<file path="src/hdl/swf_pkg.sv">
package swf_pkg;
    localparam int DATA_W = 8;
    localparam int FADDR_W = 8;
    localparam int BANK_W = 4;
    localparam int ADDR_W = 12;
    localparam logic [7:0] W_RST = 8'h00;
    localparam logic FLAG_RST = 1'b0;
    localparam logic STROBE_RST = 1'b0;
    localparam logic [11:0] ADDR_RST = 12'h000;
    localparam logic [7:0] WDATA_RST = 8'h00;
    localparam logic [7:0] LIT_OFS_MAX = 8'h5f;
    localparam logic [3:0] ACCESS_LOW_BANK = 4'h0;
    localparam logic [3:0] ACCESS_HIGH_BANK = 4'hf;
    localparam logic [7:0] ACCESS_SPLIT = 8'h60;
    localparam int EXEC_CYCLES = 1;
endpackage

</file>
<file path="src/hdl/swf_core.sv">
`timescale 1ns/100ps
`default_nettype none
// Operation
// - Result is file register minus working register, 8-bit two's complement.
// - Destination bit 0 stores the result in the working register only.
// - Destination bit 1, the default, writes the result back to the file register.
// - Bank bit 0 uses the access bank, or index_base plus offset if ext_set_en is set and offset <= 0x5f; 1 uses the bank selector.
// - A zero result sets zero flag and carry flag, meaning no borrow.
module swf_core (
    input wire logic clock,
    input wire logic rst_n,
    input wire logic exec,
    input wire logic [7:0] file_addr,
    input wire logic dest_sel,
    input wire logic bank_acc,
    input wire logic ext_set_en,
    input wire logic [3:0] bank_selector,
    input wire logic [11:0] index_base,
    input wire logic [7:0] file_rdata,
    output logic [11:0] data_addr,
    output logic [7:0] file_wdata,
    output logic file_we,
    output logic [7:0] work_reg,
    output logic carry_flag,
    output logic digit_carry_flag,
    output logic zero_flag,
    output logic ovf_flag,
    output logic neg_flag,
    output logic done
);

////////////////////////////////////////////////////////////////////////////////
// Helper functions.

    // Subtraction is done as minuend plus inverted subtrahend plus one, so the
    // ninth bit reads directly as "no borrow" and needs no separate compare.
    // The same helper serves the whole byte and the low nibble.
    function automatic logic [8:0] sub_no_borrow(
        input logic [7:0] minuend,
        input logic [7:0] subtrahend
    );
        sub_no_borrow = {1'b0, minuend} + {1'b0, ~subtrahend} + 9'h001;
    endfunction

    // Signed overflow can only happen when the operands differ in sign and
    // the result then loses the sign of the minuend.
    function automatic logic sub_overflow(
        input logic [7:0] minuend,
        input logic [7:0] subtrahend,
        input logic [7:0] result
    );
        sub_overflow = (minuend[7] != subtrahend[7]) && (result[7] != minuend[7]);
    endfunction

    // The bank bit takes priority, then the literal offset window, then the
    // split access bank; the order matters because the windows overlap.
    function automatic logic [11:0] form_addr(
        input logic [7:0] offset,
        input logic use_bank,
        input logic ext_on,
        input logic [3:0] bank,
        input logic [11:0] base
    );
        if (use_bank)
            form_addr = {bank, offset};
        else if (ext_on && (offset <= swf_pkg::LIT_OFS_MAX))
            form_addr = base + {4'h0, offset};
        else if (offset < swf_pkg::ACCESS_SPLIT)
            form_addr = {swf_pkg::ACCESS_LOW_BANK, offset};
        else
            form_addr = {swf_pkg::ACCESS_HIGH_BANK, offset};
    endfunction

////////////////////////////////////////////////////////////////////////////////
// State and next-state signals.

    logic [11:0] data_addr_r;
    logic [11:0] data_addr_nxt;
    logic [7:0] work_r;
    logic [7:0] work_nxt;
    logic [7:0] file_wdata_r;
    logic [7:0] file_wdata_nxt;
    logic file_we_r;
    logic file_we_nxt;
    logic c_r;
    logic c_nxt;
    logic dc_r;
    logic dc_nxt;
    logic z_r;
    logic z_nxt;
    logic ov_r;
    logic ov_nxt;
    logic n_r;
    logic n_nxt;
    logic done_r;
    logic done_nxt;

    // Operand decode results, shared by the groups below.
    logic [11:0] addr_now;
    logic [8:0] byte_diff;
    logic [8:0] nib_diff;
    logic [7:0] res;

////////////////////////////////////////////////////////////////////////////////
// Operand decode.

    // The address is formed without a register so that the file read can
    // finish in the instruction's own cycle; the registered copy on data_addr
    // is one cycle late and is meant for the write-back only.
    always_comb
    begin
        addr_now = form_addr(file_addr, bank_acc, ext_set_en, bank_selector, index_base);
        byte_diff = sub_no_borrow(file_rdata, work_r);
        nib_diff = sub_no_borrow({4'h0, file_rdata[3:0]}, {4'h0, work_r[3:0]});
        res = byte_diff[7:0];
    end

////////////////////////////////////////////////////////////////////////////////
// Address register.

    // The copy is refreshed on every cycle, not only on an instruction, so it
    // always pairs with the write strobe of the instruction just executed.
    always_comb
    begin
        data_addr_nxt = addr_now;
    end

    always_ff @(posedge clock)
    begin
        if (!rst_n)
            data_addr_r <= swf_pkg::ADDR_RST;
        else
            data_addr_r <= data_addr_nxt;
    end

////////////////////////////////////////////////////////////////////////////////
// Result routing.

    always_comb
    begin
        work_nxt = work_r;
        file_wdata_nxt = file_wdata_r;
        file_we_nxt = swf_pkg::STROBE_RST;
        if (exec)
        begin
            if (dest_sel)
            begin
                file_wdata_nxt = res;
                file_we_nxt = 1'b1;
            end
            else
            begin
                work_nxt = res;
            end
        end
    end

    always_ff @(posedge clock)
    begin
        if (!rst_n)
        begin
            work_r <= swf_pkg::W_RST;
            file_wdata_r <= swf_pkg::WDATA_RST;
            file_we_r <= swf_pkg::STROBE_RST;
        end
        else
        begin
            work_r <= work_nxt;
            file_wdata_r <= file_wdata_nxt;
            file_we_r <= file_we_nxt;
        end
    end

////////////////////////////////////////////////////////////////////////////////
// Status flags.

    // Flags hold their value between instructions; every instruction updates
    // all five together, whatever its destination.
    always_comb
    begin
        c_nxt = c_r;
        dc_nxt = dc_r;
        z_nxt = z_r;
        ov_nxt = ov_r;
        n_nxt = n_r;
        if (exec)
        begin
            c_nxt = byte_diff[8];
            dc_nxt = nib_diff[8];
            z_nxt = (res == 8'h00);
            ov_nxt = sub_overflow(file_rdata, work_r, res);
            n_nxt = res[7];
        end
    end

    always_ff @(posedge clock)
    begin
        if (!rst_n)
        begin
            c_r <= swf_pkg::FLAG_RST;
            dc_r <= swf_pkg::FLAG_RST;
            z_r <= swf_pkg::FLAG_RST;
            ov_r <= swf_pkg::FLAG_RST;
            n_r <= swf_pkg::FLAG_RST;
        end
        else
        begin
            c_r <= c_nxt;
            dc_r <= dc_nxt;
            z_r <= z_nxt;
            ov_r <= ov_nxt;
            n_r <= n_nxt;
        end
    end

////////////////////////////////////////////////////////////////////////////////
// Completion strobe.

    always_comb
    begin
        done_nxt = exec;
    end

    always_ff @(posedge clock)
    begin
        if (!rst_n)
            done_r <= swf_pkg::STROBE_RST;
        else
            done_r <= done_nxt;
    end

////////////////////////////////////////////////////////////////////////////////
// Outputs, each taken straight from its flip-flop.

    assign data_addr = data_addr_r;
    assign file_wdata = file_wdata_r;
    assign file_we = file_we_r;
    assign work_reg = work_r;
    assign carry_flag = c_r;
    assign digit_carry_flag = dc_r;
    assign zero_flag = z_r;
    assign ovf_flag = ov_r;
    assign neg_flag = n_r;
    assign done = done_r;

endmodule
`default_nettype wire

</file>
<file path="config.mk">
export PLATFORM = sky130hd
export DESIGN_NAME = swf_core
export DESIGN_NICKNAME = d
export VERILOG_FILES = /design/src/hdl/swf_pkg.sv /design/src/hdl/swf_core.sv
export SDC_FILE = /design/constraint.sdc
export NUM_CORES = 1
export LEC_CHECK = 0
export ABC_AREA = 1
export BUFFER_PORTS_ARGS = -buffer_cell sky130_fd_sc_hd__buf_4
export CORE_MARGIN = 2
export CORE_UTILIZATION = 50
export DETAILED_ROUTE_END_ITERATION = 6
export PLACE_DENSITY = 0.76
export RECOVER_POWER = 50
export REMOVE_ABC_BUFFERS = 1
export SYNTH_ARGS = -nofsm -noshare
export SYNTH_HDL_FRONTEND = slang
export SYNTH_SLANG_ARGS = --single-unit
</file>
<file path="constraint.sdc">
create_clock -name clock -period 2.9 [get_ports clock]
set_input_delay 0.435 -clock clock [delete_from_list [all_inputs] [get_ports clock]]
set_output_delay 0.435 -clock clock [all_outputs]
set_load 0.05 [all_outputs]
</file>
==> run_results.csv, run 1 <==
group,metric,value,unit
setup_path,crit-reg2reg-launch,"work_reg[0]",
synth,syn_inst,327,
drt,met1Wirelength,2310,um
floorplanning,pin_count,73,
timing,skew,0.008903,ns
placement,gp_congestion,0.9139,
hold_path,whs_path_depth,3,
final_layout,synthToLayoutAreaGrowth,24.36,%
clocking,clk_pin_slew,0.07,ns
timing,hold_viol,0,
final_layout,final_cell_area,2791,um2
timing,final_max_slew_viol_count,0,
final_layout,layout_commonest_cell,"nand2_1",
hold_path,hold_start,"file_addr[7]",
clocking,cts_tree,"built",
synth,synth.avg_cell_area,6.864,um2
final_layout,finalNetCount,456,
setup_path,required,3.11,ns
drt,wl_met2,2756,um
global_routing,grt_pass1_wl,9404,um
flow_run,drv_cap,0,
setup_path,startpoint_type,"register",
floorplanning,rows,24,
drt,routed.top_layer,"met4",
timing,slew_headroom,34.49,%
timing,rsz0062_at_grt,"no",
outcome,status,"finished clean",
clocking,ctsHoldBuffers,0,
placement,io_buffers,72,
floorplanning,initial_utilization,51.55,%
clocking,htree_levels,2,
drt,vias,2288,
timing,layout_min_cycle_time,1.785,ns
final_layout,layout_common_cells,"66 x nand2_1, 63 x inv_1, 42 x buf_4",
hold_path,hold_class,"input port to register",
floorplanning,dieArea,5041,um2
timing,worst_pin_slew,0.9790,ns
clocking,clk_latency,0.28,ns
floorplanning,die_h,71,um
setup_path,critPathMaxFanout,3,
synth,ys_ff_latch,35,
drt,drtPass1Iterations,4,
power_and_ir_drop,p_leak,0.001472,uW
power_and_ir_drop,vdd_drop_max,0.0002175,V
global_routing,grt_pass1_vias,2251,
timing,fmaxAchievable,560.2,MHz
clocking,cts_max_path_buffers,2,
floorplanning,coreArea,4354,um2
clocking,cts_setup_buffers,0,
synth,synth_edf_count,0,
setup_path,r2r_cells,8,
drt,drtIter0Drc,82,
global_routing,track_usage,23.27,%
timing,fin_setup_tns,0,ns
global_routing,antenna_found_initial,0,
placement,placed_area,2815,um2
floorplanning,fp.dieW,71,um
drt,routedWlPerCell,11.95,um
drt,via_per_inst,5.051,
synth,synthArstFlopShare,0,%
drt,wl_met3,239,um
setup_path,end_kind,"register",
final_layout,drive_gt1_share,17.71,%
synth,yosysSeqAreaShare,31.22,%
hold_path,min_to,"data_addr[7]",
global_routing,grt-ovfl-total,0,
global_routing,grt_max_degree,21,
setup_path,path_class,"register to register",
setup_path,r2r_end,"zero_flag",
setup_path,worst_ep_arrival_time,2.00,ns
drt,routed_wl,5413,um
clocking,cts_root_buffer,"clkbuf_8",
clocking,clock-sinks,35,
drt,ant_nets,0,
final_layout,largest_reg_flops,12,
timing,fin_crit_sh,61.56,%
drt,drc_errors,0,
synth,ys_warn_count,0,
power_and_ir_drop,powerDensity,503.4,nW/um2
placement,place_hpwl,4368,um
timing,setup_viol,0,
synth,syn-cell-area,2245,um2
clocking,cts_buffers,5,
synth,ys_dominant_reg_cell,"dfxtp_1",
synth,synth_cell_types,33,
final_layout,antenna_cells,0,
setup_path,r2r_slack,1.11,ns
clocking,post_cts_resized,0,
final cells by class:
class	instances	area, um2
Timing Repair Buffer	73	431.7
Multi-Input combinational cell	220	1250
Inverter	65	244.0
Fill cell	434	1563
Tap cell	52	65.06
Sequential cell	35	700.7
Clock buffer	8	100.1
metal layers:
metal / GRT usage (%) / vias to the layer above
met4: 8.176 / 0
li1: - / 1188
met1: 26.51 / 1029
met5: 0 / -
met2: 42.99 / 60
met3: 4.558 / 11
worst max-delay path, cell delays in order (launching register included):
cell	delay [ns]
dfxtp_1	0.32
ha_1	0.21
fa_1	0.54
nand3_1	0.08
nor2_1	0.11
nand3_1	0.09
nor2_1	0.14
nand4_2	0.11
a21oi_2	0.11
cells in the mapped netlist, types with 5 or more instances:
master,n,area [um2]
nand2_1,66,247.7
inv_1,63,236.5
dfxtp_1,35,700.7
a21oi_1,27,135.1
nor2_1,27,101.4
nand3_1,17,85.08
ha_1,16,200.2
o21ai_0,15,75.07
nand2_2,12,75.07
o211ai_1,9,67.56
nand4_1,5,31.28
cell families (layout without fill, tap and decap cells):
| family | count (synthesis) | after routing | share of synthesized area [%] |
|---|---|---|---|
| simple gates | 135 | 135 | 27.26 |
| fa+ha+maj | 18 | 18 | 10.70 |
| xor+xnor | 4 | 4 | 1.561 |
| buf+inv | 72 | 146 | 12.76 |
| flops | 35 | 35 | 31.22 |
| compound gates | 63 | 63 | 16.50 |
power by group:
group	switching [uW]	internal (uW)	total [uW]
clock network	166	217	383
logic	334	155	488
registers	18.1	516	534
total	518	887	1410
worst max-delay path by stage:
| stage | to | cells after the start | slack (ns) | startpoint |
|---|---|---|---|---|
| after CTS | zero_flag | 8 | 1.13 | work_reg[0] |
| after global routing | digit_carry_flag | 5 | 0.92 | rst_n |
| after detailed placement | data_addr[8] | 10 | 0.88 | file_addr[0] |
| final | zero_flag | 8 | 1.11 | work_reg[0] |
| after global placement | data_addr[8] | 10 | 0.93 | file_addr[0] |
| after floorplan | zero_flag | 8 | 1.02 | work_reg[0] |
through the flow:
step / utilization [%] / std cells / hold WS (ns) / power [uW] / setup WS [ns]
floorplan: - / 320 / 0.5285 / 897.3 / 1.019
global placement: 64.66 / 445 / 0.4640 / 1053 / 0.9333
detailed placement: 64.66 / 445 / 0.4674 / 1060 / 0.8762
CTS: 66.95 / 453 / 0.3995 / 1439 / 1.126
global route: 64.11 / 453 / 0.4064 / 1489 / 0.9154
finish: 64.11 / 453 / 0.4045 / 1405 / 1.115
Note: power is estimated with default switching activity, not from simulation.
==> inputs of run 2 (changes only) <==
ABC_AREA = 0   (was 1)
CORE_UTILIZATION = 45   (was 50)
PLACE_DENSITY = 0.73   (was 0.76)
clock period = 1.5 ns   (was 2.9 ns; I/O delays follow)
==> run 2 against run 1 <==
  * The run now ends with setup timing left
  * Wire length up 17%
  * Register-to-register slack got worse by 1.6 ns
  * Die area rose by 4.1%
  * Critical path type unchanged
==> run_results.csv, run 2 <==
group,metric,value,unit
outcome,status,"finished, violations left",
outcome,violations,"setup timing",
power_and_ir_drop,clock_power_share,22.7,%
timing,skew,0.003527,ns
timing,layout_min_cycle_time,1.936,ns
setup_path,r2r_slack,-0.44,ns
power_and_ir_drop,p_int,1914,uW
timing,rsz0062_at_grt,"yes",
global_routing,grt_pass1_wl,9494,um
drt,drc_errors,0,
timing,slew_headroom,35.50,%
placement,placed_area,2964,um2
power_and_ir_drop,net-switching-power,1112,uW
drt,drtPass1Iterations,5,
synth,yosysMostFrequentCell,"nand2_1",
drt,via_per_inst,5.343,
final_layout,fin_util,74.58,%
setup_path,path_common_cell,"o31a_1",
clocking,clk_latency,0.29,ns
setup_path,end_kind,"register",
floorplanning,die_h,72.45,um
timing,worst_pin_slew,0.9675,ns
setup_path,critPathMaxFanout,3,
synth,synth_top_area_share,33.23,%
synth,synthArstFlopShare,0,%
setup_path,crit_slowest_cell,"fa_2",
global_routing,grt_pass1_vias,2195,
final_layout,final_cells,431,
synth,yosysSeqAreaShare,33.23,%
floorplanning,coreArea,4444,um2
setup_path,cp_slowest_stage_delay,0.39,ns
final_layout,drive_gt1_share,40.63,%
power_and_ir_drop,p_leak,0.001532,uW
final_layout,final_cell_area,3314,um2
clocking,htree_levels,2,
drt,routedWlPerCell,14.65,um
placement,place_inst,408,
synth,synth_area_leader_cell,"dfxtp_1",
global_routing,grt-ovfl-total,0,
power_and_ir_drop,p_seq_share,34.1,%
timing,final_max_slew_viol_count,0,
synth,synth.avg_cell_area,8.399,um2
synth,synth.top_cells.by_count,"39 x nand2_1, 35 x dfxtp_1, 17 x inv_1, 16 x ha_1, 14 x o21ai_0",
setup_path,crit_family,"adder cells",
synth,synthTopCellsByArea,"dfxtp_1 33%, ha_1 9.5%, nand2_1 6.9%",
setup_path,worst-path-buf-inv,0,
setup_path,path_class,"register to register",
clocking,cts_root_buffer,"clkbuf_8",
final_layout,multiInputGateArea,1505,um2
final_layout,antenna_cells,0,
floorplanning,fp.dieW,72.45,um
final_layout,layout_common_cells,"99 x buf_4, 38 x nand2_1, 32 x dfxtp_1",
timing,fin_crit_sh,129.0,%
drt,vias,2303,
floorplanning,dieArea,5248,um2
flow_run,drv_cap,0,
setup_path,worst_ep_arrival_time,2.16,ns
setup_path,required,1.73,ns
timing,fmaxAchievable,516.6,MHz
final_layout,synthToLayoutAreaGrowth,57.21,%
synth,syn_inst,251,
global_routing,track_usage,23.04,%
power_and_ir_drop,swShare,36.76,%
final_layout,largest_reg_flops,12,
placement,gp_congestion,0.8452,
synth,ys_dominant_reg_cell,"dfxtp_1",
clocking,cts_buffers,5,
global_routing,grt_max_degree,25,
drt,routed_wl,6312,um
clocking,clock-sinks,35,
synth,synth_cell_types,46,
global_routing,antenna_found_initial,0,
timing,hold_viol,0,
setup_path,crit_chain,"ha_4 -> fa_2 -> nor2b_4 -> o31a_1 -> o31a_1 -> nor3_2 -> or3_1 -> o21ai_1",
synth,ys_warn_count,0,
power_and_ir_drop,vdd_drop_max,0.0004900,V
final_layout,regArea,704.4,um2
power_and_ir_drop,powerDensity,912.9,nW/um2
clocking,cts_max_path_buffers,2,
floorplanning,pin_count,73,
placement,place_hpwl,4270,um
synth,syn-cell-area,2108,um2
timing,setup_viol,15,
power_and_ir_drop,power_frac_comb,43.2,%
final_layout,n_fill_cell,341,
floorplanning,initial_utilization,47.44,%
clocking,cts_tree,"built",
drt,drtIter0Drc,174,
synth,synth_edf_count,0,
final_layout,finalNetCount,434,
placement,io_buffers,72,
drt,ant_nets,0,
synth,ys_ff_latch,35,
timing,finalWorstSetupSlack,-0.4357,ns
final_layout,layout_commonest_cell,"buf_4",
setup_path,startpoint_type,"register",
hold_path,hold_class,"input port to register",
clocking,clk_pin_slew,0.07,ns
floorplanning,rows,24,
==> run 2: layer usage <==
layer | track usage [%] | routed length [um] | up-vias
met5 | 0 | 0 | -
met4 | 9.671 | 176 | 0
met3 | 5.556 | 393 | 17
met2 | 40.67 | 3208 | 94
met1 | 26.55 | 2534 | 1062
li1 | - | - | 1130
==> run 2: per-stage QoR <==
step | hold slack [ns] | power, uW | setup slack [ns] | setup TNS [ns]
6_report | 0.1708 | 3026 | -0.4357 | -4.700
5_1_grt | 0.1918 | 3163 | -0.5374 | -6.097
4_1_cts | 0.1627 | 2962 | -0.4497 | -4.325
3_5_place_dp | 0.4538 | 2155 | -0.5819 | -8.179
3_3_place_gp | 0.4522 | 2140 | -0.5234 | -7.702
2_1_floorplan | 0.3252 | 1709 | -0.7516 | -8.589
==> run 2: area by class of cell <==
type | count | share of cell area (%)
Clock buffer | 7 | 2.303
Inverter | 17 | 1.925
Multi-Input combinational cell | 191 | 45.41
Timing Repair Buffer | 128 | 26.99
Clock inverter | 1 | 0.1510
Tap cell | 52 | 1.963
Sequential cell | 35 | 21.25
==> run 2: worst paths after layout <==
kind | cells past startpoint | from | end
max | 8 | work_reg[0] | zero_flag
min | 3 | bank_selector[2] | data_addr[10]
max reg2reg | 8 | work_reg[0] | zero_flag
min reg2reg | 2 | file_wdata[5] | file_wdata[5]
==> run 2: tightest hold or removal path: cells and delay by family <==
kind	cells	cell delay (ns)
compound gates	1	0.09
buf+inv	1	0.08
simple gates	1	0.03
==> run 2: repair_timing <==
action                                  4_1_cts  5_1_grt
pin swaps                                    17       25
hold buffers                                  0        0
endpoints found under the setup margin       18       25
hold endpoints to repair                      0        0
buffers inserted                              9        6
resized for setup                            37       21
==> run 2: logic make-up (layout without fill, tap and decap cells) <==
group | after synthesis | in the layout | synth area share (%)
buffers and inverters | 25 | 153 | 5.756
xor gates and xnor gates | 10 | 10 | 4.154
muxes | 1 | 1 | 0.4748
adders and majority gates | 18 | 18 | 11.39
DFF | 35 | 35 | 33.23
and+or+nand+nor | 97 | 97 | 24.03
AOI/OAI and AO/OA | 65 | 65 | 20.95
==> run 2: power by group through the flow <==
stage / Combinational (uW) / Clock (uW) / Sequential (uW)
finish: 1310 / 688 / 1030
global route: 1400 / 723 / 1040
CTS: 1230 / 697 / 1030
detailed placement: 1100 / 0 / 1050
global placement: 1090 / 0 / 1050
floorplan: 413 / 0 / 1300
